<file path="src/csb_params.svh">
// constants for the counted short-branch unit
`ifndef CSB_PARAMS_SVH
`define CSB_PARAMS_SVH
`define CSB_OP_COUNT_ONLY   8'hE2
`define CSB_OP_IF_ZERO_SET  8'hE1
`define CSB_OP_IF_ZERO_CLR  8'hE0
`define CSB_LOW16_MASK      32'h0000FFFF
`define CSB_DISP_MIN        (-128)
`define CSB_DISP_MAX        127
`define CSB_FETCH_LINES_MIN 2'h1
`define CSB_FETCH_LINES_MAX 2'h2
`define CSB_LINE_BYTES      32
`define CSB_FAULT_CODE_ZERO 16'h0000
`endif

</file>
<file path="src/csb_pkg.sv">
// types for the counted short-branch unit
package csb_pkg;
  typedef enum logic [3:0] {
    CSB_IDLE  = 4'h1,
    CSB_EXEC  = 4'h2,
    CSB_FETCH = 4'h4,
    CSB_FAULT = 4'h8
  } csb_state_t;
  typedef enum logic [1:0] {
    CSB_FORM_COUNT = 2'h0,
    CSB_FORM_ZSET  = 2'h1,
    CSB_FORM_ZCLR  = 2'h2,
    CSB_FORM_NONE  = 2'h3
  } csb_form_t;
endpackage : csb_pkg

</file>
<file path="src/csb_unit.sv">
// counted short-branch execution unit
// How it works
// RULE1: opcodes E2, E1 and E0 select the plain, zero-set and zero-clear counted branch, each with a displacement byte.
// RULE2: the selected count is decremented first and the new value is tested for zero.
// RULE3: a 32-bit address size uses the full count, otherwise only its low 16 bits.
// RULE4: the displacement is a signed byte, sign-extended and added to the instruction pointer.
// RULE5: reachable distance is -128 to +127 bytes from the instruction pointer.
// RULE6: the plain form branches whenever the new count is nonzero.
// RULE7: the zero-set form branches only on nonzero count and zero flag one.
// RULE8: the zero-clear form branches only on nonzero count and zero flag zero.
// RULE9: a branch not taken continues at the next instruction.
// RULE10: no status flag is altered.
// RULE11: with 16-bit operand size the new pointer keeps only its low 16 bits.
// RULE12: in protected mode a target beyond the code limit raises a protection fault with error code zero.
// RULE13: a taken branch that does not fault issues one line fetch, or two when the target's offset in its 32-byte line is above 15.
// RULE14: real and virtual-8086 modes raise no fault here.
// RULE15: the displacement is added to the pointer already past this instruction.
`include "csb_params.svh"
module csb_unit (
  input  wire logic                clock,
  input  wire logic                rst_n,
  input  wire logic                issue_valid,
  output logic                     issue_ready,
  input  wire logic [7:0]          opcode,
  input  wire logic [7:0]          short_displacement,
  input  wire logic [31:0]         instr_pointer,
  input  wire logic [31:0]         count_reg_32,
  input  wire logic                addr_size_32,
  input  wire logic                op_size_32,
  input  wire logic                zero_flag,
  input  wire logic                protected_mode,
  input  wire logic                v86_mode,
  input  wire logic [31:0]         cs_limit,
  output logic                     done,
  output logic                     illegal_op,
  output logic                     count_we,
  output logic [31:0]              count_new,
  output logic                     branch_taken,
  output logic [31:0]              next_ip,
  output logic                     fetch_req,
  input  wire logic                fetch_ack,
  output logic [31:0]              fetch_addr,
  output logic                     general_protection_fault,
  output logic [15:0]              fault_code,
  output logic                     flags_we
);
  import csb_pkg::*;

  // ************************************************
  // decode and target
  // ************************************************
  csb_form_t   form;
  logic [31:0] target;
  logic        beyond_limit;

  csb_decode u_dec (
    .opcode (opcode),
    .form   (form)
  );

  csb_target u_tgt (
    .instr_pointer      (instr_pointer),
    .short_displacement (short_displacement),
    .op_size_32         (op_size_32),
    .cs_limit           (cs_limit),
    .target             (target),
    .beyond_limit       (beyond_limit)
  );

  function automatic logic [1:0] line_count(input logic [31:0] addr);
    // a fetch that starts past mid-line also pulls the following line
    line_count = (addr[4:0] > 5'h0F) ? `CSB_FETCH_LINES_MAX : `CSB_FETCH_LINES_MIN;
  endfunction : line_count

  // ************************************************
  // combinational evaluation
  // ************************************************
  logic [31:0] dec_count;
  logic        count_nz;
  logic        take;
  always_comb begin
    if (addr_size_32) begin
      dec_count = count_reg_32 - 32'h00000001;  // see RULE2 see RULE3
      count_nz  = (dec_count != 32'h00000000);
    end else begin
      dec_count = {count_reg_32[31:16], count_reg_32[15:0] - 16'h0001};  // see RULE3
      count_nz  = (dec_count[15:0] != 16'h0000);
    end
    case (form)
      CSB_FORM_COUNT: take = count_nz;                // see RULE6
      CSB_FORM_ZSET:  take = count_nz & zero_flag;    // see RULE7
      CSB_FORM_ZCLR:  take = count_nz & ~zero_flag;   // see RULE8
      default:        take = 1'b0;
    endcase
  end

  // ************************************************
  // sequencer
  // ************************************************
  csb_state_t  state_ff,  nxt_state;
  logic        done_ff,   nxt_done;
  logic        ill_ff,    nxt_ill;
  logic        cwe_ff,    nxt_cwe;
  logic [31:0] cnt_ff,    nxt_cnt;
  logic        tkn_ff,    nxt_tkn;
  logic [31:0] nip_ff,    nxt_nip;
  logic        freq_ff,   nxt_freq;
  logic [31:0] faddr_ff,  nxt_faddr;
  logic [1:0]  flines_ff, nxt_flines;
  logic        gpf_ff,    nxt_gpf;

  always_comb begin
    nxt_state  = state_ff;
    nxt_done   = 1'b0;
    nxt_ill    = 1'b0;
    nxt_cwe    = 1'b0;
    nxt_cnt    = cnt_ff;
    nxt_tkn    = tkn_ff;
    nxt_nip    = nip_ff;
    nxt_freq   = freq_ff;
    nxt_faddr  = faddr_ff;
    nxt_flines = flines_ff;
    nxt_gpf    = 1'b0;
    case (state_ff)
      CSB_IDLE: begin
        if (issue_valid) begin
          if (form == CSB_FORM_NONE) begin
            nxt_ill  = 1'b1;
            nxt_done = 1'b1;
          end else if (take && protected_mode && !v86_mode && beyond_limit) begin
            nxt_gpf   = 1'b1;  // see RULE12 see RULE14
            nxt_done  = 1'b1;
            nxt_tkn   = 1'b0;
            nxt_nip   = instr_pointer;
            nxt_state = CSB_FAULT;
          end else begin
            nxt_cwe = 1'b1;
            nxt_cnt = dec_count;
            nxt_tkn = take;
            nxt_nip = take ? target : instr_pointer;  // see RULE9
            if (take) begin
              nxt_freq   = 1'b1;  // see RULE13
              nxt_faddr  = target;
              nxt_flines = line_count(target);
              nxt_state  = CSB_FETCH;
            end else begin
              nxt_done  = 1'b1;
              nxt_state = CSB_EXEC;
            end
          end
        end
      end
      CSB_FETCH: begin
        if (fetch_ack) begin
          if (flines_ff == `CSB_FETCH_LINES_MAX) begin
            nxt_flines = `CSB_FETCH_LINES_MIN;
            nxt_faddr  = {faddr_ff[31:5], 5'h00} + 32'(`CSB_LINE_BYTES);
          end else begin
            nxt_freq  = 1'b0;
            nxt_done  = 1'b1;
            nxt_state = CSB_EXEC;
          end
        end
      end
      CSB_EXEC:  nxt_state = CSB_IDLE;
      CSB_FAULT: nxt_state = CSB_IDLE;
      default:   nxt_state = CSB_IDLE;
    endcase
  end

  always_ff @(posedge clock or negedge rst_n) begin
    if (!rst_n) begin
      state_ff  <= CSB_IDLE;
      done_ff   <= 1'b0;
      ill_ff    <= 1'b0;
      cwe_ff    <= 1'b0;
      cnt_ff    <= 32'h00000000;
      tkn_ff    <= 1'b0;
      nip_ff    <= 32'h00000000;
      freq_ff   <= 1'b0;
      faddr_ff  <= 32'h00000000;
      flines_ff <= `CSB_FETCH_LINES_MIN;
      gpf_ff    <= 1'b0;
    end else begin
      state_ff  <= nxt_state;
      done_ff   <= nxt_done;
      ill_ff    <= nxt_ill;
      cwe_ff    <= nxt_cwe;
      cnt_ff    <= nxt_cnt;
      tkn_ff    <= nxt_tkn;
      nip_ff    <= nxt_nip;
      freq_ff   <= nxt_freq;
      faddr_ff  <= nxt_faddr;
      flines_ff <= nxt_flines;
      gpf_ff    <= nxt_gpf;
    end
  end

  // ************************************************
  // outputs
  // ************************************************
  assign issue_ready              = (state_ff == CSB_IDLE);
  assign done                     = done_ff;
  assign illegal_op               = ill_ff;
  assign count_we                 = cwe_ff;
  assign count_new                = cnt_ff;
  assign branch_taken             = tkn_ff;
  assign next_ip                  = nip_ff;
  assign fetch_req                = freq_ff;
  assign fetch_addr               = faddr_ff;
  assign general_protection_fault = gpf_ff;
  assign fault_code               = `CSB_FAULT_CODE_ZERO;
  assign flags_we                 = 1'b0;  // see RULE10
endmodule : csb_unit

</file>
<file path="src/csb_decode.sv">
// opcode decoder for the counted short-branch family
`include "csb_params.svh"
module csb_decode (
  input  wire logic [7:0]         opcode,
  output csb_pkg::csb_form_t      form
);
  import csb_pkg::*;
  always_comb begin
    case (opcode)
      `CSB_OP_COUNT_ONLY:  form = CSB_FORM_COUNT;  // see RULE1
      `CSB_OP_IF_ZERO_SET: form = CSB_FORM_ZSET;
      `CSB_OP_IF_ZERO_CLR: form = CSB_FORM_ZCLR;
      default:             form = CSB_FORM_NONE;
    endcase
  end
endmodule : csb_decode

</file>
<file path="src/csb_target.sv">
// branch target arithmetic and limit test
`include "csb_params.svh"
module csb_target (
  input  wire logic [31:0] instr_pointer,
  input  wire logic [7:0]  short_displacement,
  input  wire logic        op_size_32,
  input  wire logic [31:0] cs_limit,
  output logic      [31:0] target,
  output logic             beyond_limit
);
  logic [31:0] sum;
  always_comb begin
    // ip already points past the instruction; 8-bit signed only
    sum = instr_pointer + {{24{short_displacement[7]}}, short_displacement};  // see RULE4 see RULE5 see RULE15
    target = op_size_32 ? sum : (sum & `CSB_LOW16_MASK);  // see RULE11
    beyond_limit = (target > cs_limit);
  end
endmodule : csb_target

</file>
<file path="config.mk">
export PLATFORM = sky130hd
export DESIGN_NAME = csb_unit
export DESIGN_NICKNAME = d
export VERILOG_FILES = /design/src/csb_pkg.sv /design/src/csb_unit.sv /design/src/csb_decode.sv /design/src/csb_target.sv
export VERILOG_INCLUDE_DIRS = /design/src /design/src/src
export SDC_FILE = /design/constraint.sdc
export NUM_CORES = 1
export LEC_CHECK = 0
export BUFFER_PORTS_ARGS = -buffer_cell sky130_fd_sc_hd__buf_2
export CAP_MARGIN = 20
export CORE_MARGIN = 5
export CORE_UTILIZATION = 45
export CTS_CLUSTER_DIAMETER = 80
export CTS_CLUSTER_SIZE = 12
export DETAILED_ROUTE_END_ITERATION = 16
export PLACE_DENSITY = 0.7
export SLEW_MARGIN = 20
export SYNTH_ARGS = -nofsm -noshare
export SYNTH_HDL_FRONTEND = slang
export SYNTH_HIERARCHICAL = 1
export SYNTH_SLANG_ARGS = --single-unit
</file>
<file path="constraint.sdc">
create_clock -name clock -period 3.9 [get_ports clock]
set_input_delay 0.39 -clock clock [delete_from_list [all_inputs] [get_ports clock]]
set_output_delay 0.39 -clock clock [all_outputs]
set_load 0.03 [all_outputs]
</file>
Word level (Yosys, flattened, before mapping)
Index checks and enable logic that the tools add are counted.
Operators by class
  $add $sub $neg: 4
  order comparisons: 2
  equality and inequality tests: 16
  mux-type cells: 55
  bitwise gates (word level): 5
  reduce and logical (&&, ||, !) cells: 13
Operators with widths (number)
  two-way mux 32 bit: 10
  one-hot mux 32 bit (2 select lines): 1
  adder 32 bit: 1
  adder 32 x 6 -> 32 bit, second input constant: 1
  > comparator 32 bit: 1
  nonzero test 32 bit: 1
  subtractor 32 x 1 -> 32 bit, second input constant: 1
  two-way mux 1 bit: 25
  == test 8 bit, second input constant: 3
  two-way mux 4 bit: 5
  nonzero test 16 bit: 1
  subtractor 16 x 1 -> 16 bit, second input constant: 1
  two-way mux 2 bit: 7
  AND reduction 7 bit: 2
  != test 2 bit, second input constant: 6
  one-hot mux 4 bit (2 select lines): 1
  AND reduction 4 bit: 2
  == test 2 bit, second input constant: 3
  one-hot mux 2 bit (3 select lines): 1
  > comparator 5 x 4 -> 1 bit, second input constant: 1
  == test 4 x 1 -> 1 bit, second input constant: 1
  == test 4 x 3 -> 1 bit, second input constant: 1
  one-hot mux 1 bit (2 select lines): 2
  one-hot mux 2 bit (2 select lines): 1
  11 further kinds: 16
Word-level totals
  register bits: 108
  output and inout port bits: 120

Logic depth before layout (Yosys ltp)
  depth after elaboration: 12
  mapped depth: 27

Cells and area by module
The synthesis kept the hierarchy.
Modules (own cells, without submodules)
  csb_unit: times used 1, cells an instance 649, area each 6083.3 um^2, sequential area each 2705.1 um^2
  csb_target: times used 1, cells an instance 380, area each 2713.9 um^2, sequential area each 0.0 um^2
  csb_decode: times used 1, cells an instance 4, area each 32.5 um^2, sequential area each 0.0 um^2

Worst setup path before layout
OpenSTA, ideal clock, no wires.
  path kind: input to register
  from: input short_displacement[0]
  to: register faddr_ff[6], in the netlist fetch_addr[6]
  data arrival time: 4644 ps
  required time: 3759 ps
  setup slack: -885 ps
  stages on the path: 24
  cell sequence: ha_1 inv_1 fa_1 nor2b_1 o211ai_1 a2111oi_0 or3_1 a31oi_1 a21oi_1 nor2_1 nor3b_1 ha_1 a21o_1 a21oi_1 o221ai_1 a21oi_1 a21oi_1 nand3b_1 inv_1 a2111oi_0 a21bo_2 nand3_1 clkbuf_1 a31oi_1
Between the ends
  elaborated cells on any way between the ends: 11
RTL lines
  start: declaration: RTL line csb_unit.sv:25  | input wire logic [7:0] short_displacement,
  adder 32 bit: RTL line csb_target.sv:14  | sum = instr_pointer + {{24{short_displacement[7]}}, short_displacement};
  two-way mux 32 bit: RTL line csb_target.sv:15  | target = op_size_32 ? sum : (sum & `CSB_LOW16_MASK);
  net target[18]: RTL line csb_unit.sv:53  | logic [31:0] target;
  > comparator 32 bit: RTL line csb_target.sv:16  | beyond_limit = (target > cs_limit);
  net beyond_limit: RTL line csb_unit.sv:54  | logic beyond_limit;
  logical AND 1 bit: RTL line csb_unit.sv:130  | end else if (take && protected_mode && !v86_mode && beyond_limit) begin
  != test 2 bit (no source line)
  AND reduction 7 bit (no source line)
  end signal: assignment: RTL line csb_unit.sv:193  | faddr_ff <= nxt_faddr;
  end: declaration: RTL line csb_unit.sv:108  | logic [31:0] faddr_ff, nxt_faddr;
The timed path passes the listed nets, and every way through them passes these cells. The select of a mux whose other input is x is not followed.
A chain may end at the register's enable or synchronous reset.

Final worst setup path
  from: input short_displacement[7]
  to: register nip_ff[16], in the netlist next_ip[16]
Between the ends
  cells in the longest elaborated chain, start to end: 5
  elaborated cells on any way between the ends: 6
RTL lines
  adder 32 bit: RTL line csb_target.sv:14
  two-way mux 32 bit: RTL line csb_target.sv:15
  net target[28]: RTL line csb_unit.sv:53
  > comparator 32 bit: RTL line csb_target.sv:16
  net beyond_limit: RTL line csb_unit.sv:54
  logical AND 1 bit: RTL line csb_unit.sv:130
  two-way mux 32 bit: RTL line csb_unit.sv:130
  end signal: assignment: RTL line csb_unit.sv:191  | nip_ff <= nxt_nip;
  end: declaration: RTL line csb_unit.sv:106  | logic [31:0] nip_ff, nxt_nip;
The timed path passes the listed nets, and every way through them passes these cells.

==> flow_metrics.env <==
export IMPL_status="complete, but fails checks"
export IMPL_violations="negative setup slack"
export IMPL_arrival_ns=5.04
export IMPL_clk_pin_slew_ns=0.08
export IMPL_finalHoldViolations=0
export IMPL_p_clk_frac=0.231
export IMPL_numClockSinks=108
export IMPL_grt_max_degree=72
export IMPL_layout_min_cycle_time_ns=4.82
export IMPL_core_area_um2=19400
export IMPL_ys_seq_elements=108
export IMPL_ys_warn_count=6
export IMPL_fp_dieW_um=150
export IMPL_slew_viol_final=0
export IMPL_skew_ns=0.0106
export IMPL_cts_tree="built"
export IMPL_yosysMostFrequentCell="a21oi_1"
export IMPL_synthDistinctLibCells=86
export IMPL_p_int_mw=2.52
export IMPL_cts_buffers=9
export IMPL_first_global_vias=9284
export IMPL_p_leak_nw=6.64
export IMPL_crit_path_max_fanout=12
export IMPL_dp_worst_setup_slack_ns=-1.25
export IMPL_clockBufferDepth=2
export IMPL_synth_edff_count=0
export IMPL_io_buffers=223
export IMPL_post_route_util=0.660
export IMPL_irDropWorstVdd_v=0.000219
export IMPL_wire_per_inst_um=18.4
export IMPL_finalWirelength_mm=31.2
export IMPL_hpwlAfterDp_mm=21.8
export IMPL_switchingPower_mw=1.65
export IMPL_drtIter0Drc=667
export IMPL_rsz0062_at_grt="true"
export IMPL_ant_nets=0
export IMPL_grt_usage=0.264
export IMPL_max_slew_margin=0.556
export IMPL_clkLatencyLatePin_ns=0.37
export IMPL_end_kind="flop"
export IMPL_clockRootBuffer="clkbuf_16"
export IMPL_fin_crit_sh=1.24
export IMPL_synthArstFlopShare=1.00
export IMPL_p_per_area_nw_per_um2=326
export IMPL_fin_ws_ns=-0.918
export IMPL_start_util=0.455
export IMPL_drc_errors=0
export IMPL_antenna_found_initial=0
export IMPL_area_growth_pct=45.1
export IMPL_mappedNetlistArea_um2=8830
export IMPL_yosys_top_cells_area="dfrtp_1, ha_1, a21oi_1"
export IMPL_yosys_top_cells_count="a21oi_1, dfrtp_1, nand2_1, nor2_1, ha_1"
export IMPL_postPlaceCellArea_um2=11200
export IMPL_crit_path_start_kind="input pin"
export IMPL_ys_flop_type="dfrtp_1"
export IMPL_setup_viol=105
export IMPL_sw_frac_of_total=0.397
export IMPL_pwr_share_seq=0.321
export IMPL_place_inst=1617
export IMPL_grt_pass1_wl_mm=47.6
export IMPL_vias=9496
export IMPL_syn_area_per_cell_um2=8.55
export IMPL_cap_viol_max_count=0
export IMPL_setup_tns_ns=-82.76
export IMPL_drtPass1Iterations=5
export IMPL_h_tree_depth=3
export IMPL_num_rows=51
export IMPL_combPwrFrac=0.448
export IMPL_cp_required_ns=4.13
export IMPL_holdWs_ns=0.0341
export IMPL_io_pins=241
export IMPL_via_per_inst=5.62
export IMPL_syn_inst=1033
export IMPL_critical_path_class="in -> reg"
export IMPL_chipHeight_um=150
export IMPL_tightest_slew_ns=0.661
export IMPL_gr_total_overflow=0
export IMPL_final_cells=1691
export IMPL_seq_area_frac_synth=0.306
export IMPL_drive_gt1_frac=0.420
export IMPL_min_path_type="in -> async"
export IMPL_power_mw=4.17
export IMPL_max_freq_mhz=208
export IMPL_nNetsFinal=1611
export IMPL_yosysTopAreaCell="dfrtp_1"
export IMPL_gp_congestion=0.932
export IMPL_die_area_um2=22500
export IMPL_design_area_um2=12800
export IMPL_yosysTopAreaCellShare=0.300
==> what timing repair did <==
item                                    in CTS  in global routing
endpoints found under the setup margin     105                105
endpoints found under the hold margin        0                  0
resized for setup                          111                 48
setup buffers                               41                 12
hold buffers                                 0                  0
cloned                                       9                  0
pin swaps                                   57                 36
==> path summary, 6_finish.rpt <==
kind                            cells after the start  slack [ns]                    endpoint                     start
max in group asynchronous                           2        2.95  fetch_addr[27]$_DFFE_PN0P_                     rst_n
worst max-delay path                               25       -0.92     next_ip[16]$_DFFE_PN0P_     short_displacement[7]
worst min-delay path                                1        0.03    count_new[9]$_DFFE_PN0P_                     rst_n
worst max register to register                      8        1.53  fetch_addr[21]$_DFFE_PN0P_   state_ff[1]$_DFFE_PN0P_
worst min register to register                      1        0.48    branch_taken$_DFFE_PN0P_  branch_taken$_DFFE_PN0P_
min in group clock                                  3        0.30              done$_DFF_PN0_               issue_valid
==> logic make-up (layout without fill, tap and decap cells) <==
family,count (synthesis),in the layout,share of synthesized area
adder cells (fa/ha/maj),70,70,0.100
flip-flops,108,108,0.306
other,1,18,0.000425
XOR/XNOR,56,56,0.0555
AO/OA/AOI/OAI,268,268,0.191
AND/OR/NAND/NOR,334,334,0.192
buffers and inverters,129,505,0.0750
multiplexers,67,67,0.0805
==> critical path, stage by stage <==
cell and delay, ns:
buf_12 0.14, ha_1 0.26, a21o_1 0.19, a21o_1 0.21
a2111o_1 0.42, a311oi_2 0.28, buf_4 0.17, nor2_2 0.05
a221oi_2 0.26, xor2_1 0.24, nor2_1 0.11, ha_1 0.28
nand4_1 0.21, buf_4 0.22, o21ai_4 0.16, a21oi_2 0.06
a21oi_2 0.17, nand3b_1 0.15, inv_2 0.10, buf_4 0.12
nor3_4 0.04, o21ai_4 0.24, buf_6 0.23, mux2i_2 0.26
a21oi_2 0.09
==> placed cells by master (no fill, tap or decap), types with 12 or more instances in the layout <==
cell | netlist | routed
dfrtp_1 | 106 | 106
buf_4 | 21 | 174
ha_1 | 69 | 58
o21ai_0 | 38 | 34
conb_1 | 1 | 17
xor2_1 | 30 | 30
nand3_1 | 37 | 32
nand4_1 | 22 | 22
a21o_1 | 23 | 23
buf_2 | 6 | 219
a21oi_1 | 121 | 95
nand2_1 | 81 | 79
buf_6 | 7 | 17
mux2i_1 | 35 | 31
nor3_1 | 27 | 22
nor2_1 | 81 | 74
o22ai_1 | 12 | 12
mux2_4 | 0 | 31
a21oi_2 | 1 | 24
xnor2_1 | 26 | 25
inv_1 | 62 | 59
==> layout make-up <==
type                    count  area, um2
repair buffers            427       2970
flip-flops and latches    108       2710
multi-input cells         812       6260
well taps                 265        332
clock inverters             7       80.1
clock buffers               9        225
diodes                      1       2.50
inverters                  62        233
fillers                  1579       6590
==> power by group through the flow <==
| stage | registers (mW) | logic, mW | clock network [mW] |
|---|---|---|---|
| 5_1_grt | 1.36 | 1.99 | 1.03 |
| 3_3_place_gp | 1.35 | 1.58 | 0 |
| 3_5_place_dp | 1.36 | 1.60 | 0 |
| 6_report | 1.34 | 1.87 | 0.964 |
| 2_1_floorplan | 1.63 | 0.676 | 0 |
| 4_1_cts | 1.34 | 1.76 | 0.983 |
==> layer usage <==
| layer | wire (um) | vias to the layer above | part of all wire | global-route usage |
|---|---|---|---|---|
| met2 | 14600 | 467 | 0.47 | 0.439 |
| li1 | - | 4464 | - | - |
| met5 | 0 | - | 0 | 0 |
| met1 | 12500 | 4460 | 0.40 | 0.334 |
| met4 | 1400 | 0 | 0.045 | 0.117 |
| met3 | 2660 | 105 | 0.085 | 0.0521 |
==> sequential cells by signal, indices dropped and copies added (netlist names) <==
register,cells
branch_taken,1
flines_ff,2
next_ip,32
general_protection_fault,1
fetch_req,1
count_new,32
fetch_addr,32
count_we,1
done,1
state_ff,4
illegal_op,1
No activity file was read; power rests on OpenSTA's default activity.
